$ cat config.mk
export PLATFORM = sky130hd
export DESIGN_NAME = swe_core
export DESIGN_NICKNAME = d
export VERILOG_FILES = /design/src/verilog/swe_pkg.sv /design/src/verilog/swe_evt_if.sv /design/src/verilog/swe_core.sv /design/src/verilog/swe_pin_wake.sv /design/src/verilog/swe_frame_gate.sv
export VERILOG_INCLUDE_DIRS = /design/src /design/src/verilog
export SDC_FILE = /design/constraint.sdc
export NUM_CORES = 1
export LEC_CHECK = 0
export BUFFER_PORTS_ARGS = -buffer_cell sky130_fd_sc_hd__buf_2
export CORE_UTILIZATION = 40
export CTS_CLUSTER_DIAMETER = 80
export CTS_CLUSTER_SIZE = 14
export DETAILED_ROUTE_END_ITERATION = 7
export PLACE_DENSITY = 0.66
export SLEW_MARGIN = 20
export SYNTH_ARGS = -nofsm -noshare
export SYNTH_HDL_FRONTEND = slang
export SYNTH_SLANG_ARGS = --single-unit
$ cat constraint.sdc
create_clock -name aclk -period 1.87 [get_ports aclk]
set_clock_uncertainty 0.2 [all_clocks]
set_input_delay 0.2805 -clock aclk [delete_from_list [all_inputs] [get_ports aclk]]
set_output_delay 0.2805 -clock aclk [all_outputs]
set_load 0.01 [all_outputs]
$ cat src/verilog/swe_cfg.svh
// Purpose: register offsets, field positions and response codes of the wake control block
// Assumes: 32-bit register words on a 12-bit byte address
// Notes: definitions only
`ifndef SWE_CFG_SVH
`define SWE_CFG_SVH
// register byte addresses
`define SWE_A_INT 12'h00c
`define SWE_A_PMT 12'h014
`define SWE_A_CFG0 12'h018
`define SWE_A_CFG1 12'h01c
`define SWE_A_PWAKE 12'h020
`define SWE_A_WSRC 12'h024
`define SWE_A_WCS1 12'h028
`define SWE_A_RFC 12'h02c
// power management control fields
`define SWE_PMT_MODE 0
`define SWE_PMT_NET 2
`define SWE_PMT_LINK 3
`define SWE_PMT_WAKE_STATUS_BITS 4
`define SWE_PMT_SUSP 8
// pin wake register: enables low byte, polarity next byte
`define SWE_PW_EN 0
`define SWE_PW_POL 8
// wake source bits above the pin flags
`define SWE_WS_MAC 8
`define SWE_WS_PHY 9
`define SWE_WS_GOOD 10
`define SWE_WS_ADDR 11
`define SWE_WS_BC 12
// wake control status 1 bits
`define SWE_WC_ADDR 0
`define SWE_WC_BC 1
`define SWE_WC_FILT 2
`define SWE_WC_STORE 3
// receive filter control bit
`define SWE_RF_PASS 0
// answers
`define SWE_OKAY 2'h0
`define SWE_DECERR 2'h3
`endif

$ cat src/verilog/swe_pkg.sv
// Purpose: shared types of the wake control block
// Assumes: nothing
// Notes: the core state is one packed struct
`default_nettype none
package swe_pkg;
   // power state of the function
   typedef enum logic [1:0] {SWE_NORMAL, SWE_ARMED, SWE_SUSP} swe_st_t;
   // whole core state
   typedef struct packed {
      swe_st_t st;
      logic [1:0] mode;
      logic susp_req;
      logic net_en;
      logic link_en;
      logic [1:0] wake_status_bits;
      logic [7:0] io_en;
      logic [7:0] wake_en;
      logic [7:0] pol;
      logic [7:0] int_pin;
      logic [12:0] wsrc;
      logic [3:0] wcs;
      logic always_pass_wake_frame;
      logic awh;
      logic [11:0] awaddr;
      logic wh;
      logic [31:0] wdata;
      logic [3:0] wstrb;
      logic awready;
      logic wready;
      logic bvalid;
      logic [1:0] bresp;
      logic arready;
      logic rvalid;
      logic [31:0] rdata;
      logic [1:0] rresp;
      logic remote_wake;
      logic u0_req;
      logic func_wake;
   } swe_core_t;
   // frame gate state
   typedef struct packed {
      logic post_wake;
      logic mac_hit;
      logic good_hit;
      logic addr_hit;
      logic bc_hit;
      logic store;
      logic flag;
   } swe_frm_t;
endpackage
`default_nettype wire

$ cat src/verilog/swe_evt_if.sv
// Purpose: carries settings and detected events between the core and its detectors
// Assumes: single clock domain
// Notes: all outputs of each party come from its flip-flops
`default_nettype none
interface swe_evt_if;
   logic [7:0] io_en;   // pin usable as input
   logic [7:0] wake_en; // pin armed for wake
   logic [7:0] pol;     // active level per pin
   logic [7:0] pin_hit; // pin at its active level
   logic suspended;     // function in suspend
   logic arm;           // new suspend request written
   logic allow_net;     // network events permitted in mode
   logic allow_good;    // good-frame events permitted in mode
   logic net_en;
   logic filt_en;
   logic addr_en;
   logic bc_en;
   logic store_wake;
   logic always_pass_wake_frame;
   logic mac_hit;       // network wake frame seen
   logic good_hit;      // good frame caused a wake
   logic addr_hit;
   logic bc_hit;
   logic store;         // write frame into receive fifo
   logic flag;          // frame is the wake frame
   modport core(output io_en, wake_en, pol, suspended, arm, allow_net, allow_good, net_en, filt_en,
                output addr_en, bc_en, store_wake, always_pass_wake_frame,
                input pin_hit, mac_hit, good_hit, addr_hit, bc_hit, store, flag);
   modport pin(input io_en, wake_en, pol, output pin_hit);
   modport frm(input suspended, arm, allow_net, allow_good, net_en, filt_en, addr_en, bc_en,
               input store_wake, always_pass_wake_frame, output mac_hit, good_hit, addr_hit, bc_hit, store, flag);
endinterface
`default_nettype wire

$ cat src/verilog/swe_core.sv
// Purpose: wake source arming, detection and suspend control with an axi4-lite register slave
// Assumes: all inputs synchronous to aclk; one write and one read in flight
// Notes: top module; every output comes from a flip-flop
//
// Summary of operation
// - per-pin wake enable and polarity
// - pin wakes work in every suspend mode
// - suspend needs mode write then bus suspend
// - wake returns normal, remote wake or U0
// - wake source keeps pin and network bits
// - address match and broadcast each enabled
// - set mac status wakes at once
// - mac status holds while mac event
// - network wakes only in modes 0, 3
// - phy status wakes, holds while interrupt
// - link wake only in modes 0, 1
// - good frame wake with filter enable
// - later frames stored; wake frame optional
// - good-frame wake needs mode 3
// - wake frame flagged in its status
// - later frames must pass filters, fcs
// - pass control bypasses filter for wake
// - pin wake sets interrupt status bit
//
// Our own choices: the register addresses and the AXI4-Lite interface to the registers.
`default_nettype none
`include "swe_cfg.svh"
module swe_core import swe_pkg::*; (
   input wire logic aclk,
   input wire logic aresetn,
   input wire logic ce,
   input wire logic awvalid,
   output logic awready,
   input wire logic [11:0] awaddr,
   input wire logic wvalid,
   output logic wready,
   input wire logic [31:0] wdata,
   input wire logic [3:0] wstrb,
   output logic bvalid,
   input wire logic bready,
   output logic [1:0] bresp,
   input wire logic arvalid,
   output logic arready,
   input wire logic [11:0] araddr,
   output logic rvalid,
   input wire logic rready,
   output logic [31:0] rdata,
   output logic [1:0] rresp,
   input wire logic [7:0] pins,
   input wire logic mac_evt,
   input wire logic phy_int,
   input wire logic usb_suspend,
   input wire logic usb_ss,
   input wire logic rx_done,
   input wire logic rx_good,
   input wire logic rx_filt_pass,
   input wire logic rx_pattern,
   input wire logic rx_da_match,
   input wire logic rx_bcast,
   output logic suspended,
   output logic remote_wake,
   output logic u0_req,
   output logic func_wake,
   output logic frame_store,
   output logic frame_wake_flag
);
   swe_core_t s;      // present state
   swe_core_t next_s; // next state
   logic allow_net;   // network sources permitted in the selected mode
   logic allow_link;  // link change permitted
   logic allow_good;  // good frame permitted
   logic wake_cond;   // some enabled, permitted source is pending
   logic wr_go;       // address and data both held
   logic [31:0] wm;   // write data cut by strobes
   logic [31:0] pmt_rd; // power control readback
   logic [31:0] mrg;  // merged write value
   logic [31:0] rd;   // read mux
   swe_evt_if ev();

   // byte strobes to a bit mask
   function automatic logic [31:0] swe_mask(input logic [3:0] strb);
      logic [31:0] m;
      for (int b = 0; b < 4; b++) begin
         m[8*b +: 8] = {8{strb[b]}};
      end
      return m;
   endfunction

   // a decoded register lives at this byte address
   function automatic logic swe_mapped(input logic [11:0] a);
      case (a)
         `SWE_A_INT, `SWE_A_PMT, `SWE_A_CFG0, `SWE_A_CFG1: return 1'b1;
         `SWE_A_PWAKE, `SWE_A_WSRC, `SWE_A_WCS1, `SWE_A_RFC: return 1'b1;
         default: return 1'b0;
      endcase
   endfunction

   // pin detector
   swe_pin_wake #(.NPIN(8)) u_pin (
      .aclk(aclk),
      .aresetn(aresetn),
      .ce(ce),
      .pins(pins),
      .ev(ev.pin)
   );

   // frame matching and fifo store decision
   swe_frame_gate u_frm (
      .aclk(aclk),
      .aresetn(aresetn),
      .ce(ce),
      .rx_done(rx_done),
      .rx_good(rx_good),
      .rx_filt_pass(rx_filt_pass),
      .rx_pattern(rx_pattern),
      .rx_da_match(rx_da_match),
      .rx_bcast(rx_bcast),
      .ev(ev.frm)
   );

   // settings handed to the detectors
   assign ev.io_en = s.io_en;
   assign ev.wake_en = s.wake_en;
   assign ev.pol = s.pol;
   assign ev.suspended = (s.st == SWE_SUSP);
   assign ev.arm = (s.st == SWE_NORMAL) && s.susp_req;
   assign ev.allow_net = allow_net;
   assign ev.allow_good = allow_good;
   assign ev.net_en = s.net_en;
   assign ev.filt_en = s.wcs[`SWE_WC_FILT];
   assign ev.addr_en = s.wcs[`SWE_WC_ADDR];
   assign ev.bc_en = s.wcs[`SWE_WC_BC];
   assign ev.store_wake = s.wcs[`SWE_WC_STORE];
   assign ev.always_pass_wake_frame = s.always_pass_wake_frame;

   // which sources each suspend mode listens to
   always_comb begin
      allow_net = (s.mode == 2'h0) || (s.mode == 2'h3);
      allow_link = (s.mode == 2'h0) || (s.mode == 2'h1);
      allow_good = (s.mode == 2'h3);
      // pins are honoured whatever the mode; a leftover pin flag re-wakes at once
      wake_cond = (|s.int_pin)
         | (s.wake_status_bits[1] & s.net_en & allow_net)
         | (s.wake_status_bits[0] & s.link_en & allow_link)
         | (s.wake_status_bits[1] & s.wcs[`SWE_WC_FILT] & ~s.net_en & allow_good);
   end

   // write helpers
   always_comb begin
      wr_go = s.awh & s.wh & ~s.bvalid;
      wm = s.wdata & swe_mask(s.wstrb);
      pmt_rd = '0;
      pmt_rd[`SWE_PMT_MODE +: 2] = s.mode;
      pmt_rd[`SWE_PMT_NET] = s.net_en;
      pmt_rd[`SWE_PMT_LINK] = s.link_en;
      pmt_rd[`SWE_PMT_WAKE_STATUS_BITS +: 2] = s.wake_status_bits;
      pmt_rd[`SWE_PMT_SUSP] = (s.st == SWE_SUSP);
   end

   // read mux; unmapped words read zero
   always_comb begin
      rd = '0;
      case (araddr)
         `SWE_A_INT: rd[7:0] = s.int_pin;
         `SWE_A_PMT: rd = pmt_rd;
         `SWE_A_CFG0: rd[3:0] = s.io_en[3:0];
         `SWE_A_CFG1: rd[3:0] = s.io_en[7:4];
         `SWE_A_PWAKE: rd[15:0] = {s.pol, s.wake_en};
         `SWE_A_WSRC: rd[12:0] = s.wsrc;
         `SWE_A_WCS1: rd[3:0] = s.wcs;
         `SWE_A_RFC: rd[`SWE_RF_PASS] = s.always_pass_wake_frame;
         default: rd = '0;
      endcase
   end

   // whole next-state function
   always_comb begin
      next_s = s;
      mrg = '0;
      next_s.remote_wake = 1'b0;
      next_s.u0_req = 1'b0;
      next_s.func_wake = 1'b0;
      // capture address and data in either order
      if (awvalid && s.awready) begin
         next_s.awh = 1'b1;
         next_s.awaddr = awaddr;
      end
      if (wvalid && s.wready) begin
         next_s.wh = 1'b1;
         next_s.wdata = wdata;
         next_s.wstrb = wstrb;
      end
      if (s.bvalid && bready) begin
         next_s.bvalid = 1'b0;
      end
      // register write: status bits clear by writing one, before the sets below
      if (wr_go) begin
         next_s.awh = 1'b0;
         next_s.wh = 1'b0;
         next_s.bvalid = 1'b1;
         next_s.bresp = swe_mapped(s.awaddr) ? `SWE_OKAY : `SWE_DECERR;
         case (s.awaddr)
            `SWE_A_INT: next_s.int_pin = s.int_pin & ~wm[7:0];
            `SWE_A_PMT: begin
               mrg = (pmt_rd & ~swe_mask(s.wstrb)) | wm;
               next_s.mode = mrg[`SWE_PMT_MODE +: 2];
               next_s.net_en = mrg[`SWE_PMT_NET];
               next_s.link_en = mrg[`SWE_PMT_LINK];
               next_s.wake_status_bits = s.wake_status_bits & ~wm[`SWE_PMT_WAKE_STATUS_BITS +: 2];
               next_s.susp_req = s.wstrb[0];
            end
            `SWE_A_CFG0: begin
               mrg = ({28'h0, s.io_en[3:0]} & ~swe_mask(s.wstrb)) | wm;
               next_s.io_en[3:0] = mrg[3:0];
            end
            `SWE_A_CFG1: begin
               mrg = ({28'h0, s.io_en[7:4]} & ~swe_mask(s.wstrb)) | wm;
               next_s.io_en[7:4] = mrg[3:0];
            end
            `SWE_A_PWAKE: begin
               mrg = ({16'h0, s.pol, s.wake_en} & ~swe_mask(s.wstrb)) | wm;
               next_s.wake_en = mrg[`SWE_PW_EN +: 8];
               next_s.pol = mrg[`SWE_PW_POL +: 8];
            end
            `SWE_A_WSRC: next_s.wsrc = s.wsrc & ~wm[12:0];
            `SWE_A_WCS1: begin
               mrg = ({28'h0, s.wcs} & ~swe_mask(s.wstrb)) | wm;
               next_s.wcs = mrg[3:0];
            end
            `SWE_A_RFC: begin
               mrg = ({31'h0, s.always_pass_wake_frame} & ~swe_mask(s.wstrb)) | wm;
               next_s.always_pass_wake_frame = mrg[`SWE_RF_PASS];
            end
            default: ;
         endcase
      end
      next_s.awready = ~next_s.awh & ~next_s.bvalid;
      next_s.wready = ~next_s.wh & ~next_s.bvalid;
      // register read, answered one edge after it is taken
      if (arvalid && s.arready) begin
         next_s.rvalid = 1'b1;
         next_s.rdata = rd;
         next_s.rresp = swe_mapped(araddr) ? `SWE_OKAY : `SWE_DECERR;
      end else if (s.rvalid && rready) begin
         next_s.rvalid = 1'b0;
      end
      next_s.arready = ~next_s.rvalid;
      // hardware sets come last so an event beats a clear in the same cycle
      next_s.int_pin = next_s.int_pin | ev.pin_hit;
      next_s.wsrc[7:0] = next_s.wsrc[7:0] | ev.pin_hit;
      next_s.wake_status_bits[1] = next_s.wake_status_bits[1] | mac_evt | ev.mac_hit | ev.good_hit;
      next_s.wake_status_bits[0] = next_s.wake_status_bits[0] | phy_int;
      // record the causes while suspended
      if (s.st == SWE_SUSP) begin
         next_s.wsrc[`SWE_WS_MAC] = next_s.wsrc[`SWE_WS_MAC] | (s.wake_status_bits[1] & s.net_en & allow_net);
         next_s.wsrc[`SWE_WS_PHY] = next_s.wsrc[`SWE_WS_PHY] | (s.wake_status_bits[0] & s.link_en & allow_link);
         next_s.wsrc[`SWE_WS_GOOD] = next_s.wsrc[`SWE_WS_GOOD] | ev.good_hit;
         next_s.wsrc[`SWE_WS_ADDR] = next_s.wsrc[`SWE_WS_ADDR] | (ev.addr_hit & s.net_en & allow_net);
         next_s.wsrc[`SWE_WS_BC] = next_s.wsrc[`SWE_WS_BC] | (ev.bc_hit & s.net_en & allow_net);
      end
      // suspend sequencing
      case (s.st)
         SWE_NORMAL: begin
            if (s.susp_req) begin
               next_s.st = SWE_ARMED;
            end
         end
         SWE_ARMED: begin
            // the mode is written; wait for the host to suspend the bus or link
            if (usb_suspend) begin
               next_s.st = SWE_SUSP;
            end
         end
         SWE_SUSP: begin
            if (wake_cond) begin
               // back to normal and tell the host in the way the link speed asks for
               next_s.st = SWE_NORMAL;
               next_s.susp_req = 1'b0;
               next_s.remote_wake = ~usb_ss;
               next_s.u0_req = usb_ss;
               next_s.func_wake = usb_ss;
            end else if (!usb_suspend) begin
               // host resumed on its own
               next_s.st = SWE_NORMAL;
               next_s.susp_req = 1'b0;
            end
         end
         default: next_s.st = SWE_NORMAL;
      endcase
   end

   // register the state; clock enable freezes everything
   always_ff @(posedge aclk) begin
      if (!aresetn) begin
         s <= '0;
      end else if (ce) begin
         s <= next_s;
      end
   end

   // outputs straight from state
   assign awready = s.awready;
   assign wready = s.wready;
   assign bvalid = s.bvalid;
   assign bresp = s.bresp;
   assign arready = s.arready;
   assign rvalid = s.rvalid;
   assign rdata = s.rdata;
   assign rresp = s.rresp;
   assign suspended = (s.st == SWE_SUSP);
   assign remote_wake = s.remote_wake;
   assign u0_req = s.u0_req;
   assign func_wake = s.func_wake;
   assign frame_store = ev.store;
   assign frame_wake_flag = ev.flag;
endmodule // swe_core
`default_nettype wire

$ cat src/verilog/swe_pin_wake.sv
// Purpose: per-pin wake detection
// Assumes: pins synchronous to aclk
// Notes: one cycle of registering between pin and hit
`default_nettype none
module swe_pin_wake #(parameter int NPIN = 8) (
   input wire logic aclk,
   input wire logic aresetn,
   input wire logic ce,
   input wire logic [NPIN-1:0] pins,
   swe_evt_if.pin ev
);
   logic [NPIN-1:0] s;      // registered hits
   logic [NPIN-1:0] next_s; // raw hits
   // a pin counts only when usable, armed and at its chosen level
   for (genvar i = 0; i < NPIN; i++) begin : g_pin
      always_comb begin
         next_s[i] = ev.io_en[i] & ev.wake_en[i] & (pins[i] == ev.pol[i]);
      end
   end
   // register the hits
   always_ff @(posedge aclk) begin
      if (!aresetn) begin
         s <= '0;
      end else if (ce) begin
         s <= next_s;
      end
   end
   assign ev.pin_hit = s;
endmodule // swe_pin_wake
`default_nettype wire

$ cat src/verilog/swe_frame_gate.sv
// Purpose: frame wake matching and receive fifo store decision
// Assumes: one frame end pulse per received frame with its attributes
// Notes: store and flag are one-cycle pulses one edge after the frame end
`default_nettype none
module swe_frame_gate import swe_pkg::*; (
   input wire logic aclk,
   input wire logic aresetn,
   input wire logic ce,
   input wire logic rx_done,
   input wire logic rx_good,
   input wire logic rx_filt_pass,
   input wire logic rx_pattern,
   input wire logic rx_da_match,
   input wire logic rx_bcast,
   swe_evt_if.frm ev
);
   swe_frm_t s;      // present state
   swe_frm_t next_s; // next state
   logic ok;         // frame ended without corruption
   logic net_trig;   // frame wakes through the network path
   // classify each finished frame
   always_comb begin
      next_s = s;
      ok = rx_done & rx_good;
      next_s.addr_hit = ok & rx_da_match & ev.addr_en;
      next_s.bc_hit = ok & rx_bcast & ev.bc_en;
      next_s.mac_hit = ok & rx_pattern | next_s.addr_hit | next_s.bc_hit;
      net_trig = next_s.mac_hit & ev.net_en & ev.allow_net & ev.suspended;
      next_s.good_hit = ok & rx_filt_pass & ev.filt_en & ~ev.net_en & ev.allow_good & ev.suspended;
      next_s.flag = 1'b0;
      if (net_trig | next_s.good_hit) begin
         // the wake frame may skip the filter, and is kept only on request
         next_s.store = ev.store_wake & (ev.always_pass_wake_frame | rx_filt_pass);
         next_s.flag = next_s.store;
         next_s.post_wake = 1'b1;
      end else if (!ev.suspended || s.post_wake) begin
         next_s.store = ok & rx_filt_pass;
      end else begin
         next_s.store = 1'b0;
      end
      if (ev.arm) begin
         next_s.post_wake = 1'b0;
      end
   end
   // register the state
   always_ff @(posedge aclk) begin
      if (!aresetn) begin
         s <= '0;
      end else if (ce) begin
         s <= next_s;
      end
   end
   assign ev.mac_hit = s.mac_hit;
   assign ev.good_hit = s.good_hit;
   assign ev.addr_hit = s.addr_hit;
   assign ev.bc_hit = s.bc_hit;
   assign ev.store = s.store;
   assign ev.flag = s.flag;
endmodule // swe_frame_gate
`default_nettype wire

==> summary.md <==
| Metric | Value |
|---|---|
| Status | complete, but fails checks |
| Violated checks | negative setup slack |
| Gr usage total | 0.2329 |
| Fill cells | 1296 |
| Final WL | 18.27 mm |
| Hold path startpoint | pins[1] |
| FF+latch count, synth | 131 |
| Critical Path Max Stage Delay | 0.32 ns |
| Fin crit share | 1.011 |
| Critical path buffers and inverters | 4 |
| Synth unique cells | 66 |
| Final Max Slew Viols | 0 |
| Yosys warns | 0 |
| WS Path Type | reg2reg |
| Final ANT Viol Nets | 0 |
| Vias | 5908 |
| First-pass GRT wire length | 28.22 mm |
| Crit. Startpoint | s[88]$_SDFFE_PN0P_ |
| Postcts setup bufs | 0 |
| Leading area contributor after synthesis | dfxtp_1 |
| Initial antenna violation count | 0 |
| Delay-heaviest family, CP | simple AND/OR/NAND/NOR gates |
| Nets | 999 |
| Worst Setup End Kind | register |
| Num Clock Sinks | 131 |
| Die height | 124.5 um |
| RSZ-0062 raised after global routing | true |
| Largest net degree at the start of global routing | 83 |
| Detailed Place HPWL | 12.65 mm |
| Num CTS Buffers | 17 |
| CP max stage cell | dfxtp_2 |
| Async set-reset flop share out of synthesis | 0 |
| Initial Utilization | 0.4111 |
| 1st-pass router iterations | 5 |
| Worst path arrival time | 1.99 ns |
| Clock power frac | 0.488 |
| # DRC | 0 |
| Post-synth EDFFs | 0 |
| Die area | 0.01549 mm2 |
| Clock latency at the later pin of the worst-skew pair | 0.42 ns |
| Rel. slew slack | 0.3533 |
| Synth top area share | 0.4372 |
| Net Sw Power | 0.001606 W |
| Max VDD drop | 0.5600 mV |
| I/O Pins | 133 |
| Combinational share of power | 0.075 |
| HP Class | in2reg |
| Die Width | 124.5 um |
| CTS Buffer Depth | 2 |
| Crit Reg-Reg Startpoint | s[88]$_SDFFE_PN0P_ |
| Synth-to-Final Area Change | 36.86% |
| Dpl ws | -0.1738 ns |
| Vias in the first global route | 5376 |
| CTS tree | yes |
| Commonest cells post-synth | nand2_1, dfxtp_1, a21oi_1 |
| Ant diodes | 0 |
| Most frequent cell after synthesis | nand2_1 |
| Post-Synthesis Cells | 734 |
| Final Hold Fails | 0 |
| Endpoints failing setup | 6 |
| Root Driver | clkbuf_16 |
| Congestion Overflow GR | 0 |
| Clock slew at reported path FFs | 0.06 ns |
| Crit-path cells | nor4_2, buf_4, buf_4, and4_4, buf_12, buf_12, nand3_2, nand2_1, a21oi_1 |
| Syn Area/Cell | 8.172 um2 |
| WL per Instance | 16.50 um |
| Iteration-0 DRC Markers | 382 |
| Share of cells above drive strength 1 | 0.2958 |
| Max cap viols | 0 |
| Post-route minimum period | 1.890 ns |
| Worst Setup Start Kind | register |
| H-tree depth | 4 |
| Register area share after synthesis | 0.4372 |
| Crit Path Max Fanout | 5 |
| # port buffers | 98 |
| Internal power | 0.004916 W |
| Placed instance area | 0.006969 mm2 |
| Via density | 5.337 |
| WP data required | 1.96 ns |
| Cells taking the most area after synthesis | dfxtp_1, nand2_1, a21oi_1 |
| Row count | 44 |
| Fin Setup TNS | -0.06394 ns |
| Achievable Freq | 0.5290 GHz |
| Final instance area | 0.008209 mm2 |
| Core ar. | 0.01459 mm2 |
| Cell area after synthesis | 0.005998 mm2 |
| Final GP Congestion | 0.8637 |
| Final core area utilization | 0.5627 |
| Final worst-path setup slack | -0.02025 ns |
| Design Power | 0.006522 W |
| Lkg Pwr | 3.238 nW |
| Pwr/cell area | 794.5 mW/mm2 |
| Measured slew at the worst slew-check pin | 0.9664 ns |
| Top_reg_cell synth | dfxtp_1 |
| Sw Share | 0.2463 |
| Seq pwr share | 0.438 |
-- power groups by stage --
stage               logic (W)  clock network [W]  registers [W]
floorplan            0.000230                  0        0.00291
global placement     0.000405                  0        0.00291
detailed placement   0.000409                  0        0.00291
CTS                  0.000473            0.00323        0.00285
global route         0.000531            0.00334        0.00286
finish               0.000486            0.00318        0.00285
-- metal layers --
layer | share of wire | global-route usage | vias up
met3 | 0.063 | 0.04639 | 39
met2 | 0.49 | 0.3916 | 208
met5 | 0 | 0 | -
li1 | - | - | 2906
met1 | 0.42 | 0.2879 | 2755
met4 | 0.031 | 0.09993 | 0
-- worst register-to-register path: cells and delay by family (launching register included) --
kind | cells | cell delay (ns)
and+or+nand+nor | 4 | 0.65
buffers and inverters | 4 | 0.52
DFF | 1 | 0.32
AOI/OAI and AO/OA | 1 | 0.06
-- what timing repair did --
action | 4_1_cts | 5_1_grt
hold buffers | 39 | 0
endpoints found under the hold margin | 40 | 0
gates cloned | 0 | 2
resized for setup | 14 | 69
endpoints found under the setup margin | 27 | 69
pin swaps | 4 | 24
-- placed cells by master (no fill, tap or decap), types with 11 or more instances in the layout --
cell type	synthesis	routed
nand3_2	0	22
a21oi_1	77	76
nand4_1	16	16
clkbuf_16	0	17
conb_1	1	16
o21ai_1	0	13
dlygate4sd3_1	0	39
buf_4	40	70
buf_2	4	98
dfxtp_1	131	129
nand2_1	139	139
nand3_1	47	25
inv_1	17	16
a22o_1	11	11
o21ai_0	47	25
mux2i_1	14	14
nor2_1	31	31
-- cells by family after synthesis --
group	Yosys count	share of synthesized area
AO/OA/AOI/OAI	184	0.1884
XOR/XNOR	8	0.01168
adder cells (fa/ha/maj)	3	0.006258
buffers and inverters	96	0.08865
flip-flops	131	0.4372
multiplexers	15	0.02524
other	1	0.0006252
AND/OR/NAND/NOR	296	0.2420
-- per-stage QoR --
step                instances  hold WS [ns]
floorplan                 749        0.1834
global placement         1034        0.2382
detailed placement       1034        0.2476
CTS                      1105       0.01082
global route             1107       0.04114
finish                   1107       0.02305
-- worst paths after layout --
kind / end / slack [ns] / cells after the start
worst max-delay path: s[102]$_SDFFE_PN0P_ / -0.02 / 9
worst min-delay path: u_pin.ev.pin_hit[1]$_SDFFE_PN0P_ / 0.02 / 4
worst max register to register: s[102]$_SDFFE_PN0P_ / -0.02 / 9
worst min register to register: rdata[13]$_SDFFE_PN0P_ / 0.25 / 2
-- area by class of cell --
cell class | count | area, um2 | area share
flip-flops and latches | 131 | 2625 | 0.3198
well taps | 184 | 230.2 | 0.02804
clock inverters | 14 | 128.9 | 0.01570
multi-input cells | 523 | 3133 | 0.3816
inverters | 18 | 67.56 | 0.008230
repair buffers | 219 | 1585 | 0.1931
clock buffers | 18 | 439.2 | 0.05350
No activity file was read; power rests on OpenSTA's default activity.
